===== src/shared/psad_pkg.sv =====
// What this block does
// RULE_01 - Instruction fetch and data-space access use separate ports and separate address paths.
// RULE_02 - Program memory can be read through the data-space window while fetches continue in parallel.
// RULE_03 - The program space spans 4M instruction words, each reachable by its own address.
// RULE_04 - Every program address is 24 bits, from the 23-bit program counter or from a table or remap path.
// RULE_05 - Ordinary accesses are confined to 0x000000 through 0x7FFFFF.
// RULE_06 - Only table reads and writes with page bit 7 set may reach the upper half.
// RULE_07 - Unimplemented user locations read as zero, and a jump sits at the reset entry ahead of the vectors (the jump is fetch path only).
package psad_pkg;
    localparam int          ADDR_W          = 24;
    localparam int          PC_W            = 23;
    localparam int          WORD_W          = 24;
    localparam int          PAGE_W          = 8;
    localparam int          PAGE_UPPER_BIT  = 7;
    localparam int          SPACE_WORDS     = 4194304;
    localparam logic [23:0] USER_LAST       = 24'h7F_FFFF;
    localparam logic [23:0] IMPL_LAST       = 24'h02_ABFE;
    localparam logic [23:0] RESET_JUMP_LO   = 24'h00_0000;
    localparam logic [23:0] RESET_JUMP_HI   = 24'h00_0002;
    localparam logic [23:0] VECTOR_FIRST    = 24'h00_0004;
    localparam logic [23:0] JUMP_OPCODE     = 24'h04_0200;
    localparam logic [23:0] ZERO_WORD       = 24'h00_0000;
    localparam logic [14:0] RESET_TARGET_HI = 15'h0000;

    typedef enum logic [1:0] {
        PSAD_IDLE  = 2'b00,
        PSAD_READ  = 2'b01,
        PSAD_WRITE = 2'b11
    } psad_op_t;
endpackage : psad_pkg


===== src/shared/psad_gate_if.sv =====
`timescale 1ns/1ps
interface psad_gate_if;
    logic [23:0]          addr;
    logic [1:0]           op;
    logic [7:0]           page;
    logic                 allow;
    logic                 implemented;
    logic                 reset_entry;
    modport requester (output addr, output op, output page, input allow, input implemented, input reset_entry);
    modport checker_side (input addr, input op, input page, output allow, output implemented, output reset_entry);
endinterface : psad_gate_if


===== src/hw/psad_gate.sv =====
`timescale 1ns/1ps
module psad_gate (
    psad_gate_if.checker_side g
);
    logic upper;
    logic table_op;

    always_comb begin
        upper         = g.addr[23];
        table_op      = (g.op != psad_pkg::PSAD_IDLE);
        // Upper half needs a table operation with the page bit set
        g.allow       = !upper || (table_op && g.page[psad_pkg::PAGE_UPPER_BIT]); // RULE_05 RULE_06
        g.implemented = !upper && (g.addr <= psad_pkg::IMPL_LAST); // RULE_07
        g.reset_entry = (g.addr == psad_pkg::RESET_JUMP_LO) || (g.addr == psad_pkg::RESET_JUMP_HI); // RULE_07
    end
endmodule : psad_gate


===== src/hw/psad_top.sv =====
`timescale 1ns/1ps
module psad_top (
    input  wire logic        clk_i,
    input  wire logic        rst_i,
    input  wire logic        fetch_req_i,
    input  wire logic [22:0] pc_i,
    input  wire logic [1:0]  tbl_op_i,
    input  wire logic [7:0]  table_page_reg_i,
    input  wire logic [15:0] tbl_offset_i,
    input  wire logic        remap_req_i,
    input  wire logic [23:0] remap_addr_i,
    input  wire logic [23:0] mem_fetch_data_i,
    input  wire logic [23:0] mem_data_data_i,
    output logic             fetch_en_o,
    output logic [23:0]      fetch_addr_o,
    output logic             fetch_valid_o,
    output logic [23:0]      fetch_word_o,
    output logic             data_en_o,
    output logic             data_we_o,
    output logic [23:0]      data_addr_o,
    output logic             data_valid_o,
    output logic [23:0]      data_word_o,
    output logic             data_err_o
);
    // -------------------------------------------------------------------------
    // Address formation
    // -------------------------------------------------------------------------
    logic [23:0] fetch_addr_c;
    logic [23:0] data_addr_c;
    logic [1:0]  data_op_c;

    always_comb begin
        fetch_addr_c = {1'b0, pc_i}; // RULE_04
        if (tbl_op_i != psad_pkg::PSAD_IDLE) begin
            data_addr_c = {table_page_reg_i, tbl_offset_i}; // RULE_04
            data_op_c   = tbl_op_i;
        end else if (remap_req_i) begin
            data_addr_c = remap_addr_i; // RULE_04
            data_op_c   = psad_pkg::PSAD_IDLE;
        end else begin
            data_addr_c = psad_pkg::ZERO_WORD;
            data_op_c   = psad_pkg::PSAD_IDLE;
        end
    end

    psad_gate_if fg ();
    psad_gate_if dg ();

    assign fg.addr = fetch_addr_c;
    assign fg.op   = psad_pkg::PSAD_IDLE;
    assign fg.page = table_page_reg_i;
    assign dg.addr = data_addr_c;
    assign dg.op   = data_op_c;
    assign dg.page = table_page_reg_i;

    // Two checkers so fetch and data never share a path
    psad_gate u_fetch_gate (.g(fg)); // RULE_01
    psad_gate u_data_gate  (.g(dg)); // RULE_01

    logic data_req_c;
    assign data_req_c = (tbl_op_i != psad_pkg::PSAD_IDLE) || remap_req_i;

    // -------------------------------------------------------------------------
    // Request stage
    // -------------------------------------------------------------------------
    logic        next_fetch_en;
    logic [23:0] next_fetch_addr;
    logic        next_data_en;
    logic        next_data_we;
    logic [23:0] next_data_addr;
    logic        next_data_err;
    logic        f_impl;
    logic        f_reset;
    logic        d_pend;
    logic        d_impl;
    logic        d_upper;
    logic        next_f_impl;
    logic        next_f_reset;
    logic        next_d_pend;
    logic        next_d_impl;
    logic        next_d_upper;

    always_comb begin
        next_fetch_en   = fetch_req_i;
        next_fetch_addr = fetch_addr_c;
        next_f_impl     = fg.implemented;
        next_f_reset    = fg.reset_entry;
        next_d_pend     = data_req_c && dg.allow && (data_op_c != psad_pkg::PSAD_WRITE);
        next_data_en    = data_req_c && dg.allow; // RULE_02 RULE_05 RULE_06
        next_data_we    = data_req_c && dg.allow && (data_op_c == psad_pkg::PSAD_WRITE);
        next_data_addr  = data_addr_c; // RULE_03
        next_data_err   = data_req_c && !dg.allow; // RULE_05
        next_d_impl     = dg.implemented;
        next_d_upper    = data_addr_c[23];
    end

    always_ff @(posedge clk_i) begin
        if (rst_i) begin
            fetch_en_o   <= 1'b0;
            fetch_addr_o <= psad_pkg::ZERO_WORD;
            data_en_o    <= 1'b0;
            data_we_o    <= 1'b0;
            data_addr_o  <= psad_pkg::ZERO_WORD;
            data_err_o   <= 1'b0;
            f_impl       <= 1'b0;
            f_reset      <= 1'b0;
            d_pend       <= 1'b0;
            d_impl       <= 1'b0;
            d_upper      <= 1'b0;
        end else begin
            fetch_en_o   <= next_fetch_en;
            fetch_addr_o <= next_fetch_addr;
            data_en_o    <= next_data_en;
            data_we_o    <= next_data_we;
            data_addr_o  <= next_data_addr;
            data_err_o   <= next_data_err;
            f_impl       <= next_f_impl;
            f_reset      <= next_f_reset;
            d_pend       <= next_d_pend;
            d_impl       <= next_d_impl;
            d_upper      <= next_d_upper;
        end
    end

    // -------------------------------------------------------------------------
    // Return stage
    // -------------------------------------------------------------------------
    logic        next_fetch_valid;
    logic [23:0] next_fetch_word;
    logic        next_data_valid;
    logic [23:0] next_data_word;

    always_comb begin
        next_fetch_valid = fetch_en_o;
        if (f_reset && (fetch_addr_o == psad_pkg::RESET_JUMP_LO)) begin
            next_fetch_word = psad_pkg::JUMP_OPCODE; // RULE_07
        end else if (f_reset) begin
            next_fetch_word = {9'h000, psad_pkg::RESET_TARGET_HI}; // RULE_07
        end else if (f_impl) begin
            next_fetch_word = mem_fetch_data_i;
        end else begin
            next_fetch_word = psad_pkg::ZERO_WORD; // RULE_07
        end
        next_data_valid = d_pend;
        next_data_word  = (d_impl || d_upper) ? mem_data_data_i : psad_pkg::ZERO_WORD; // RULE_07
    end

    always_ff @(posedge clk_i) begin
        if (rst_i) begin
            fetch_valid_o <= 1'b0;
            fetch_word_o  <= psad_pkg::ZERO_WORD;
            data_valid_o  <= 1'b0;
            data_word_o   <= psad_pkg::ZERO_WORD;
        end else begin
            fetch_valid_o <= next_fetch_valid;
            fetch_word_o  <= next_fetch_word;
            data_valid_o  <= next_data_valid;
            data_word_o   <= next_data_word;
        end
    end

    // -------------------------------------------------------------------------
    // Checks
    // -------------------------------------------------------------------------
    property p_fetch_lower;
        @(posedge clk_i) disable iff (rst_i) fetch_en_o |-> !fetch_addr_o[23];
    endproperty
    a_fetch_lower: assert property (p_fetch_lower) else $error("fetch reached upper half"); // RULE_05

    property p_upper_needs_page;
        @(posedge clk_i) disable iff (rst_i)
            (data_req_c && data_addr_c[23]
             && !(tbl_op_i != psad_pkg::PSAD_IDLE && table_page_reg_i[psad_pkg::PAGE_UPPER_BIT]))
            |=> !data_en_o && data_err_o;
    endproperty
    a_upper_needs_page: assert property (p_upper_needs_page) else $error("upper half opened without page"); // RULE_06

    property p_lower_granted;
        @(posedge clk_i) disable iff (rst_i) (data_req_c && !data_addr_c[23]) |=> data_en_o && !data_err_o;
    endproperty
    a_lower_granted: assert property (p_lower_granted) else $error("lower access refused"); // RULE_02

    property p_addr_form;
        @(posedge clk_i) disable iff (rst_i)
            (tbl_op_i != psad_pkg::PSAD_IDLE) |=> data_addr_o == {$past(table_page_reg_i), $past(tbl_offset_i)};
    endproperty
    a_addr_form: assert property (p_addr_form) else $error("table address wrong"); // RULE_04

    property p_fetch_two;
        @(posedge clk_i) disable iff (rst_i) fetch_req_i |-> ##2 fetch_valid_o;
    endproperty
    a_fetch_two: assert property (p_fetch_two) else $error("fetch answer late"); // RULE_01

    property p_unimpl_zero;
        @(posedge clk_i) disable iff (rst_i)
            (fetch_req_i && {1'b0, pc_i} > psad_pkg::IMPL_LAST) |-> ##2 fetch_word_o == psad_pkg::ZERO_WORD;
    endproperty
    a_unimpl_zero: assert property (p_unimpl_zero) else $error("unimplemented not zero"); // RULE_07

    property p_reset_jump;
        @(posedge clk_i) disable iff (rst_i)
            (fetch_req_i && {1'b0, pc_i} == psad_pkg::RESET_JUMP_LO) |-> ##2 fetch_word_o == psad_pkg::JUMP_OPCODE;
    endproperty
    a_reset_jump: assert property (p_reset_jump) else $error("reset jump missing"); // RULE_07

    property p_reset_hi_zero;
        @(posedge clk_i) disable iff (rst_i)
            (fetch_req_i && {1'b0, pc_i} == psad_pkg::RESET_JUMP_HI) |-> ##2 fetch_word_o == psad_pkg::ZERO_WORD;
    endproperty
    a_reset_hi_zero: assert property (p_reset_hi_zero) else $error("reset target word not zero"); // RULE_07

    property p_remap_refused;
        @(posedge clk_i) disable iff (rst_i)
            (remap_req_i && tbl_op_i == psad_pkg::PSAD_IDLE && remap_addr_i > psad_pkg::USER_LAST)
            |=> data_err_o && !data_en_o;
    endproperty
    a_remap_refused: assert property (p_remap_refused) else $error("remap reached upper half"); // RULE_05

    property p_write_no_answer;
        @(posedge clk_i) disable iff (rst_i) data_we_o |=> !data_valid_o;
    endproperty
    a_write_no_answer: assert property (p_write_no_answer) else $error("write produced a read answer"); // RULE_02

    property p_data_read_valid;
        @(posedge clk_i) disable iff (rst_i) (data_en_o && !data_we_o) |=> data_valid_o;
    endproperty
    a_data_read_valid: assert property (p_data_read_valid) else $error("data read lost"); // RULE_03

    c_parallel: cover property (@(posedge clk_i) disable iff (rst_i) fetch_en_o && data_en_o);
    c_cfg_read: cover property (@(posedge clk_i) disable iff (rst_i) data_en_o && data_addr_o[23]);
    c_refused:  cover property (@(posedge clk_i) disable iff (rst_i) data_err_o);
    c_write:    cover property (@(posedge clk_i) disable iff (rst_i) data_we_o);
    c_stream:   cover property (@(posedge clk_i) disable iff (rst_i) fetch_en_o && fetch_valid_o);
endmodule : psad_top


===== config.mk =====
export PLATFORM = sky130hd
export DESIGN_NAME = psad_top
export DESIGN_NICKNAME = d
export VERILOG_FILES = /design/src/shared/psad_pkg.sv /design/src/shared/psad_gate_if.sv /design/src/hw/psad_gate.sv /design/src/hw/psad_top.sv
export SDC_FILE = /design/constraint.sdc
export NUM_CORES = 1
export LEC_CHECK = 0
export BUFFER_PORTS_ARGS = -buffer_cell sky130_fd_sc_hd__buf_2
export CAP_MARGIN = 5
export CELL_PAD_IN_SITES_DETAIL_PLACEMENT = 2
export CELL_PAD_IN_SITES_GLOBAL_PLACEMENT = 2
export CORE_MARGIN = 3
export CORE_UTILIZATION = 24
export CTS_CLUSTER_SIZE = 12
export DETAILED_ROUTE_END_ITERATION = 12
export GPL_ROUTABILITY_DRIVEN = 0
export PLACE_DENSITY_LB_ADDON = 0.25
export SYNTH_ARGS = -nofsm -noshare
export SYNTH_HDL_FRONTEND = slang
export SYNTH_HIERARCHICAL = 1
export SYNTH_SLANG_ARGS = --single-unit

===== constraint.sdc =====
create_clock -name clk_i -period 2.4 [get_ports clk_i]
set_clock_uncertainty 0.1 [all_clocks]
set_input_delay 0.48 -clock clk_i [delete_from_list [all_inputs] [get_ports clk_i]]
set_output_delay 0.48 -clock clk_i [all_outputs]
set_load 0.01 [all_outputs]

* Word level (Yosys, flattened, before mapping)
Cells that the tools add are included.
** Storage, ports and cells
- Logic and storage cells :: 49
- Input port bits :: 125
- Output and inout bits :: 102
- Flip-flop bits (word level) :: 107
** Operators by class
- Mux-type cells :: 6
- Bitwise gates (word level) :: 2
- Eq/ne operators :: 3
- $lt $le $gt $ge :: 2
- Reductions and logical operators :: 19
** Operator list (number)
- 19-bit two-way mux :: 3
- 24-bit zero test :: 2
- 24-bit two-way mux :: 2
- 24-bit by 18-bit less-or-equal comparator with 1-bit output, second input constant :: 1
- 23-bit by 2-bit equality test with 1-bit output, second input constant :: 1
- 23-bit by 18-bit less-or-equal comparator with 1-bit output, second input constant :: 1
- 1-bit logical AND :: 7
- 1-bit logical OR :: 4
- 2-bit nonzero test :: 2
- 4-bit OR reduction :: 1
- 2-bit equality test, second input constant :: 1
- 1-bit zero test :: 2
- 2-bit two-way mux :: 1
- 2-bit != test, second input constant :: 1
- 1-bit inverter :: 2
- 2-bit OR reduction :: 1

* Longest topological paths before layout
Gate-level depths: netlist of the first run.
- Word-level depth :: 7
- Depth in mapped cells :: 9
- Depth with buffers taken out :: 7

* Cells and area by module
Netlist of the first run, hierarchy kept.
** Modules (own cells, without submodules)
- psad_top :: area an instance 3448.3 µm², sequential area each 2102.0 µm², cells an instance 324, instances 1
- psad_gate :: area an instance 142.6 µm², sequential area each 0.0 µm², cells an instance 22, instances 2

* Worst setup path after synthesis of the first run
No wires, ideal clock.
- Kind :: in2reg
- From :: in tbl_op_i[1]
- To :: reg d_impl
- Path slack :: 453 ps
- Path buffers :: 2
- Library setup time :: 128 ps
- Stages :: 9
- Required time :: 2172 ps
- Arrival time :: 1719 ps
- Cells stage by stage :: or2_1 -> buf_6 -> buf_12 -> nand2_2 -> nand2_1 -> nand4b_1 -> o31ai_1 -> a31oi_1 -> nor2b_1
** On the way
- Word-level cells in the longest chain between the ends :: 4
- Elaborated cells on any way between the ends :: 5
- Those cells by class :: order compare (1); mux (1); reduce/logical (3)
** Ends and longest elaborated chain
- start, declared :: RTL line psad_top.sv:7 : input wire logic [1:0] tbl_op_i,
- 2-bit nonzero test :: RTL line psad_top.sv:34 : if (tbl_op_i != psad_pkg::PSAD_IDLE) begin
- 24-bit two-way mux :: RTL line psad_top.sv:34
- named net data_addr_c[16] :: RTL line psad_top.sv:29 : logic [23:0] data_addr_c;
- 24-bit by 18-bit less-or-equal comparator with 1-bit output :: RTL line psad_gate.sv:13 : g.implemented = !upper && (g.addr <= psad_pkg::IMPL_LAST);
- 1-bit logical AND :: RTL line psad_gate.sv:13
- named net dg.implemented :: RTL line psad_gate_if.sv:7 : logic implemented;
- end signal, assigned :: RTL line psad_top.sv:120 : d_impl <= next_d_impl;
- end, declared :: RTL line psad_top.sv:75 : logic d_impl;
The timed path passes the listed nets, and every way through them passes these cells.
A chain may end at the register's enable or synchronous reset.

* Worst setup path in the final report of the first run
Ends and elaborated chain as after synthesis.

==> metrics, run 1 <==
Least-Margin Pin Slew approximately 530 ps; fin worst setup slack around 580 ps; flop2flop setup slack 1010 ps; Post-CTS Resized 0; Area growth syn-to-layout 42.7%; mean post-synth cell area 10.3 µm²; dpl hpwl about 11 mm; Setup TNS 0 ps; first-pass GRT wire length 19.2 mm; cell family with most CP delay simple AND/OR/NAND/NOR gates; Buf+Inv Stages, Crit Path 2; Synth Warn # 6; Vias per Instance around 4.3; ratio of cells with drive above 1 in the final layout 0.498; DRC Markers 0; # setup viols final 0; Nets between 700 and 800; Congestion Overflow GR 0; launching point of the worst reg2reg path fetch_addr_o[1]$_SDFF_PP0_; Critical Path Start Type input pin; DR WL/cell 16.7 µm; Max Clock Freq around 550 MHz; fill count 1,675; Hold Crit Depth 2; count of pins over their slew limit 0; GRT Total Usage 0.149; worst-path fanout max 10; most frequent CP cell nand2_1; H-tree Lvls 3; Arrival @ worst endpoint roughly 2000 ps; pre-CTS setup slack roughly 220 ps; reg-to-reg critical path endpoint fetch_word_o[18]$_SDFF_PP0_; CTS tree done; unrepaired setup endpoints after global routing no; postcts setup bufs 0; Cell Rows between 40 and 50; status finished clean; WHS roughly 230 ps; Initial Util 0.250; via total after detailed routing ~3,300; CP endpoint kind flop; initial antenna violation count 2; die width around 130 µm; Slew HR 0.644; Hold EP data_word_o[5]$_SDFF_PP0_; Leak about 2.6 nW; clock buffer depth 2; total power 3.76 mW; Post-Route WL about 13 mm; Peak VDD IR 0.310 mV; PortBufs 225; R2R depth 3; Crit Path Class input pin to flop; TritonCTS Sinks 105; worst path cell trace buf_2, or2_1, buf_4, nand2_1, nand2_1, nor4_4, o211ai_1, a31oi_1, nor2b_1; Gate Count Post-Synth 359; Core ar. ~15,000 µm²; Pre-antenna DRT Iters 4; final hold vios 0; Die Ht roughly 130 µm; post-synthesis cell area 3690 µm²; clock-pin slew on the worst setup and hold paths 70 ps; Sequential Area 2100 µm²; most frequent cells in the layout buf_2, dfxtp_1, and2_1, nand2_1, nor2b_1; area occupied by multi-input gates around 1400 µm²; Hold WC Path Type input pin to flop; CP max stage delay between 300 and 400 ps; total CTS buffers 9; maxcap violations 0; minimum clock period 1820 ps; Hold Crit Start mem_data_data_i[5]; P per Cell Area a little over 700 nW/µm²; pin count of the biggest net entering global routing 28; most common cell after layout, fill and taps aside buf_2; clk root buf clkbuf_16; die area roughly 17,000 µm²; slowest CP cell or2_1; vias in the first global route 3,656; Final period util 0.760; post-route ant nets 0; final core utilization 0.356; initial DRC count a little over 90; critical path required time about 2600 ps; Hold Buf Count CTS 0; Ports 227; Clock Latency Late Sink between 300 and 400 ps
worst reg2reg max path, cell delays in order, from the launching register on:
cell	delay (ps)
dfxtp_1	310
nor4_1	500
nand4_1	230
o21ai_1	180
worst max-delay path by stage:
stage                startpoint           endpoint  slack (ps)  cells after the start
finish              tbl_op_i[1]  d_impl$_SDFF_PP0_         580                      9
global route        tbl_op_i[1]  d_impl$_SDFF_PP0_         410                      9
CTS                 tbl_op_i[1]  d_impl$_SDFF_PP0_         590                      9
detailed placement  tbl_op_i[1]  d_impl$_SDFF_PP0_         220                      9
global placement    tbl_op_i[1]  d_impl$_SDFF_PP0_         240                      9
floorplan           tbl_op_i[1]  d_impl$_SDFF_PP0_         470                      9
per-stage QoR:
stage / std cells / instance area, µm²
global route: 771 / 5260
detailed placement: 754 / 4950
global placement: 754 / 4950
CTS: 770 / 5260
finish: 771 / 5260
floorplan: 360 / 3690
power by group:
group | switching (mW) | total (mW) | internal (mW)
clock network | 0.680 | 1.50 | 0.825
registers | 0.0228 | 1.83 | 1.81
logic | 0.236 | 0.422 | 0.186
metal layers:
metal | vias to the layer above | track usage | part of all wire
met4 | 2 | 0.0568 | 0.021
li1 | 1624 | - | -
met5 | - | 0 | 0.0010
met2 | 148 | 0.255 | 0.49
met3 | 19 | 0.0409 | 0.074
met1 | 1552 | 0.177 | 0.41
sequential cells by signal, summed over array words and instances, names as in the netlist:
| signal | cells |
|---|---|
| d_impl | 1 |
| d_pend | 1 |
| data_addr_o | 24 |
| data_en_o | 1 |
| data_err_o | 1 |
| data_valid_o | 1 |
| data_we_o | 1 |
| data_word_o | 24 |
| f_impl | 1 |
| f_reset | 1 |
| fetch_addr_o | 23 |
| fetch_en_o | 1 |
| fetch_valid_o | 1 |
| fetch_word_o | 24 |
area by class of cell:
type | count | share of cell area
clock inverters | 6 | 0.0143
diodes | 1 | 0.000476
flip-flops and latches | 105 | 0.400
clock buffers | 10 | 0.0435
multi-input cells | 231 | 0.270
well taps | 184 | 0.0438
inverters | 2 | 0.00143
repair buffers | 232 | 0.227
No activity file was read; power rests on OpenSTA's default activity.
==> inputs of run 2 (changes only) <==
--- a/config.mk
+++ b/config.mk
@@ -10,7 +10,7 @@
 export CELL_PAD_IN_SITES_DETAIL_PLACEMENT = 2
 export CELL_PAD_IN_SITES_GLOBAL_PLACEMENT = 2
 export CORE_MARGIN = 3
-export CORE_UTILIZATION = 24
+export CORE_UTILIZATION = 21
 export CTS_CLUSTER_SIZE = 12
 export DETAILED_ROUTE_END_ITERATION = 12
 export GPL_ROUTABILITY_DRIVEN = 0
==> constraint.sdc (replaced) <==
create_clock -name clk_i -period 1.5 [get_ports clk_i]
set_clock_uncertainty 0.1 [all_clocks]
set_input_delay 0.3 -clock clk_i [delete_from_list [all_inputs] [get_ports clk_i]]
set_output_delay 0.3 -clock clk_i [all_outputs]
set_load 0.01 [all_outputs]
==> run 2 against run 1 <==
The flow now finishes with violations (negative setup slack). Sequential power rose by 60%. Non-clock buffer count rose by 56. First-iteration DRC count fell by 32%. Critical endpoint unchanged. Largest power group unchanged.
==> metrics, run 2 (synthesis results as in run 1) <==
# setup viols final 1 (was 0); vias in the first global route 3,971 (was 3,656); clock-pin slew on the worst setup and hold paths 80 ps (was 70 ps); Area growth syn-to-layout 57.5% (was 42.7%); Nets 762 (was 706); critical path required time 1690 ps (was 2590 ps); antenna diode count 0 (was 1); post-route ant nets 0 (unchanged); Setup TNS -42.8 ps (was 0 ps); PortBufs 225 (unchanged); cell family with most CP delay simple AND/OR/NAND/NOR gates (unchanged); most frequent cells in the layout buf_2, dfxtp_1, buf_4, and2_1, nor2b_1 (was buf_2, dfxtp_1, and2_1, nand2_1, nor2b_1); P per Cell Area 1040 nW/µm² (was 714 nW/µm²); final hold vios 0 (unchanged); Clock Latency Late Sink 340 ps (was 350 ps); worst path cell trace buf_2, or2_4, clkbuf_16, nand2_2, nand2_1, a211oi_2, o211ai_1, a31oi_1, nor2b_1 (was buf_2, or2_1, buf_4, nand2_1, nand2_1, nor4_4, o211ai_1, a31oi_1, nor2b_1); TritonCTS Sinks 105 (unchanged); Cell Rows 47 (was 44); initial DRC count 63 (was 92); minimum clock period ~1500 ps; Final period util 1.03; Leak 2.88 nW (was 2.61 nW); Pre-antenna DRT Iters 4 (unchanged); fill count 1,916 (was 1,675); ratio of cells with drive above 1 in the final layout 0.568 (was 0.498); worst-path fanout max 7 (was 10); maxcap violations 0 (unchanged); via total after detailed routing 3,562 (was 3,345); die width 138 µm (was 130 µm); unrepaired setup endpoints after global routing yes (was no); Peak VDD IR 0.495 mV (was 0.310 mV); Hold WC Path Type input pin to flop (unchanged); fin worst setup slack -42.8 ps (was 575 ps); die area 19,200 µm² (was 16,900 µm²); Vias per Instance 4.14 (was 4.34); DRC Markers 0 (unchanged); total power 6.01 mW (was 3.76 mW); pin count of the biggest net entering global routing 40 (was 28); Ports 227 (unchanged); Congestion Overflow GR 0 (unchanged); largest registers data_addr_o (24), data_word_o (24), fetch_word_o (24) (unchanged); Sequential Area 2100 µm² (unchanged); GRT Total Usage 0.141 (was 0.149); first-pass GRT wire length 21.6 mm (was 19.2 mm); Hold Buf Count CTS 0 (unchanged); Core ar. 16,900 µm² (was 14,800 µm²); H-tree Lvls 3 (unchanged); Crit Path Class input pin to flop (unchanged); WHS 49.1 ps (was 231 ps); Post-Route WL 13.9 mm (was 12.9 mm); total CTS buffers 9 (unchanged); CTS tree done (unchanged); Buf+Inv Stages, Crit Path 2 (unchanged); area occupied by multi-input gates 1500 µm² (was 1420 µm²); most common cell after layout, fill and taps aside buf_2 (unchanged); CP max stage delay 290 ps (was 310 ps); count of pins over their slew limit 0 (unchanged); dpl hpwl 11.1 mm (was 10.6 mm); initial antenna violation count 1 (was 2); clk root buf clkbuf_16 (unchanged); clock buffer depth 2 (unchanged); Critical Path Start Type input pin (unchanged); Initial Util 0.218 (was 0.250); DR WL/cell 16.2 µm (was 16.7 µm); final core utilization 0.344 (was 0.356); Max Clock Freq between 600 and 700 MHz; status finished, violations left (was finished clean); Die Ht 138 µm (was 130 µm); slowest CP cell or2_4 (was or2_1); failing checks negative setup slack; Arrival @ worst endpoint 1730 ps (was 2010 ps); CP endpoint kind flop (unchanged)
==> run 2: cell count changes in the layout (fill, tap and decap cells not counted), moves of 2 or more <==
cell and change:
nand3_2 +2, nor2_1 -2, nand2_1 -7, nand3_1 -3, nand2_2 +4, nand2_4 +3, buf_4 +54
==> run 2: path summary, 6_finish.rpt <==
kind                                     from                     endpoint  slack, ps  depth (start not counted)
setup / recovery                  tbl_op_i[0]            d_impl$_SDFF_PP0_        -40                          9
hold / removal            mem_data_data_i[12]   data_word_o[12]$_SDFF_PP0_         50                          2
setup reg to reg  fetch_addr_o[15]$_SDFF_PP0_  fetch_word_o[18]$_SDFF_PP0_        190                          4
hold reg to reg             d_pend$_SDFF_PP0_      data_valid_o$_SDFF_PP0_        350                          1
==> run 2: metal layers <==
layer,part of all wire,GRT usage,vias to the layer above
met4,0.013,0.0421,2
met2,0.48,0.236,154
met3,0.071,0.0363,16
met5,0.0011,0,-
met1,0.43,0.178,1653
li1,-,-,1737
==> run 2: what timing repair did <==
item / CTS / global route
setup endpoints to repair: 25 / 26
gates resized for setup: 3 / 15
cloned: 0 / 1
buffers inserted: 3 / 0
pin swaps: 0 / 5
==> run 2: power breakdown <==
group | switching, mW | internal (mW) | leakage, nW
Sequential | 0.0359 | 2.89 | 0.861
Clock | 1.12 | 1.14 | 0.138
Combinational | 0.424 | 0.400 | 1.88
==> run 2: through the flow <==
| stage | instances | area, µm² | worst slack, ps |
|---|---|---|---|
| 6_report | 861 | 5810 | -42.8 |
| 4_1_cts | 860 | 5720 | 6.76 |
| 2_1_floorplan | 360 | 3700 | -181 |
| 3_5_place_dp | 842 | 5410 | -452 |
| 5_1_grt | 861 | 5810 | -121 |
| 3_3_place_gp | 842 | 5410 | -413 |
==> run 2: cell type report <==
type                    count  area share
well taps                 220      0.0474
inverters                   2     0.00129
flip-flops and latches    105       0.362
clock inverters             6     0.00883
multi-input cells         231       0.259
clock buffers               9      0.0388
repair buffers            288       0.283
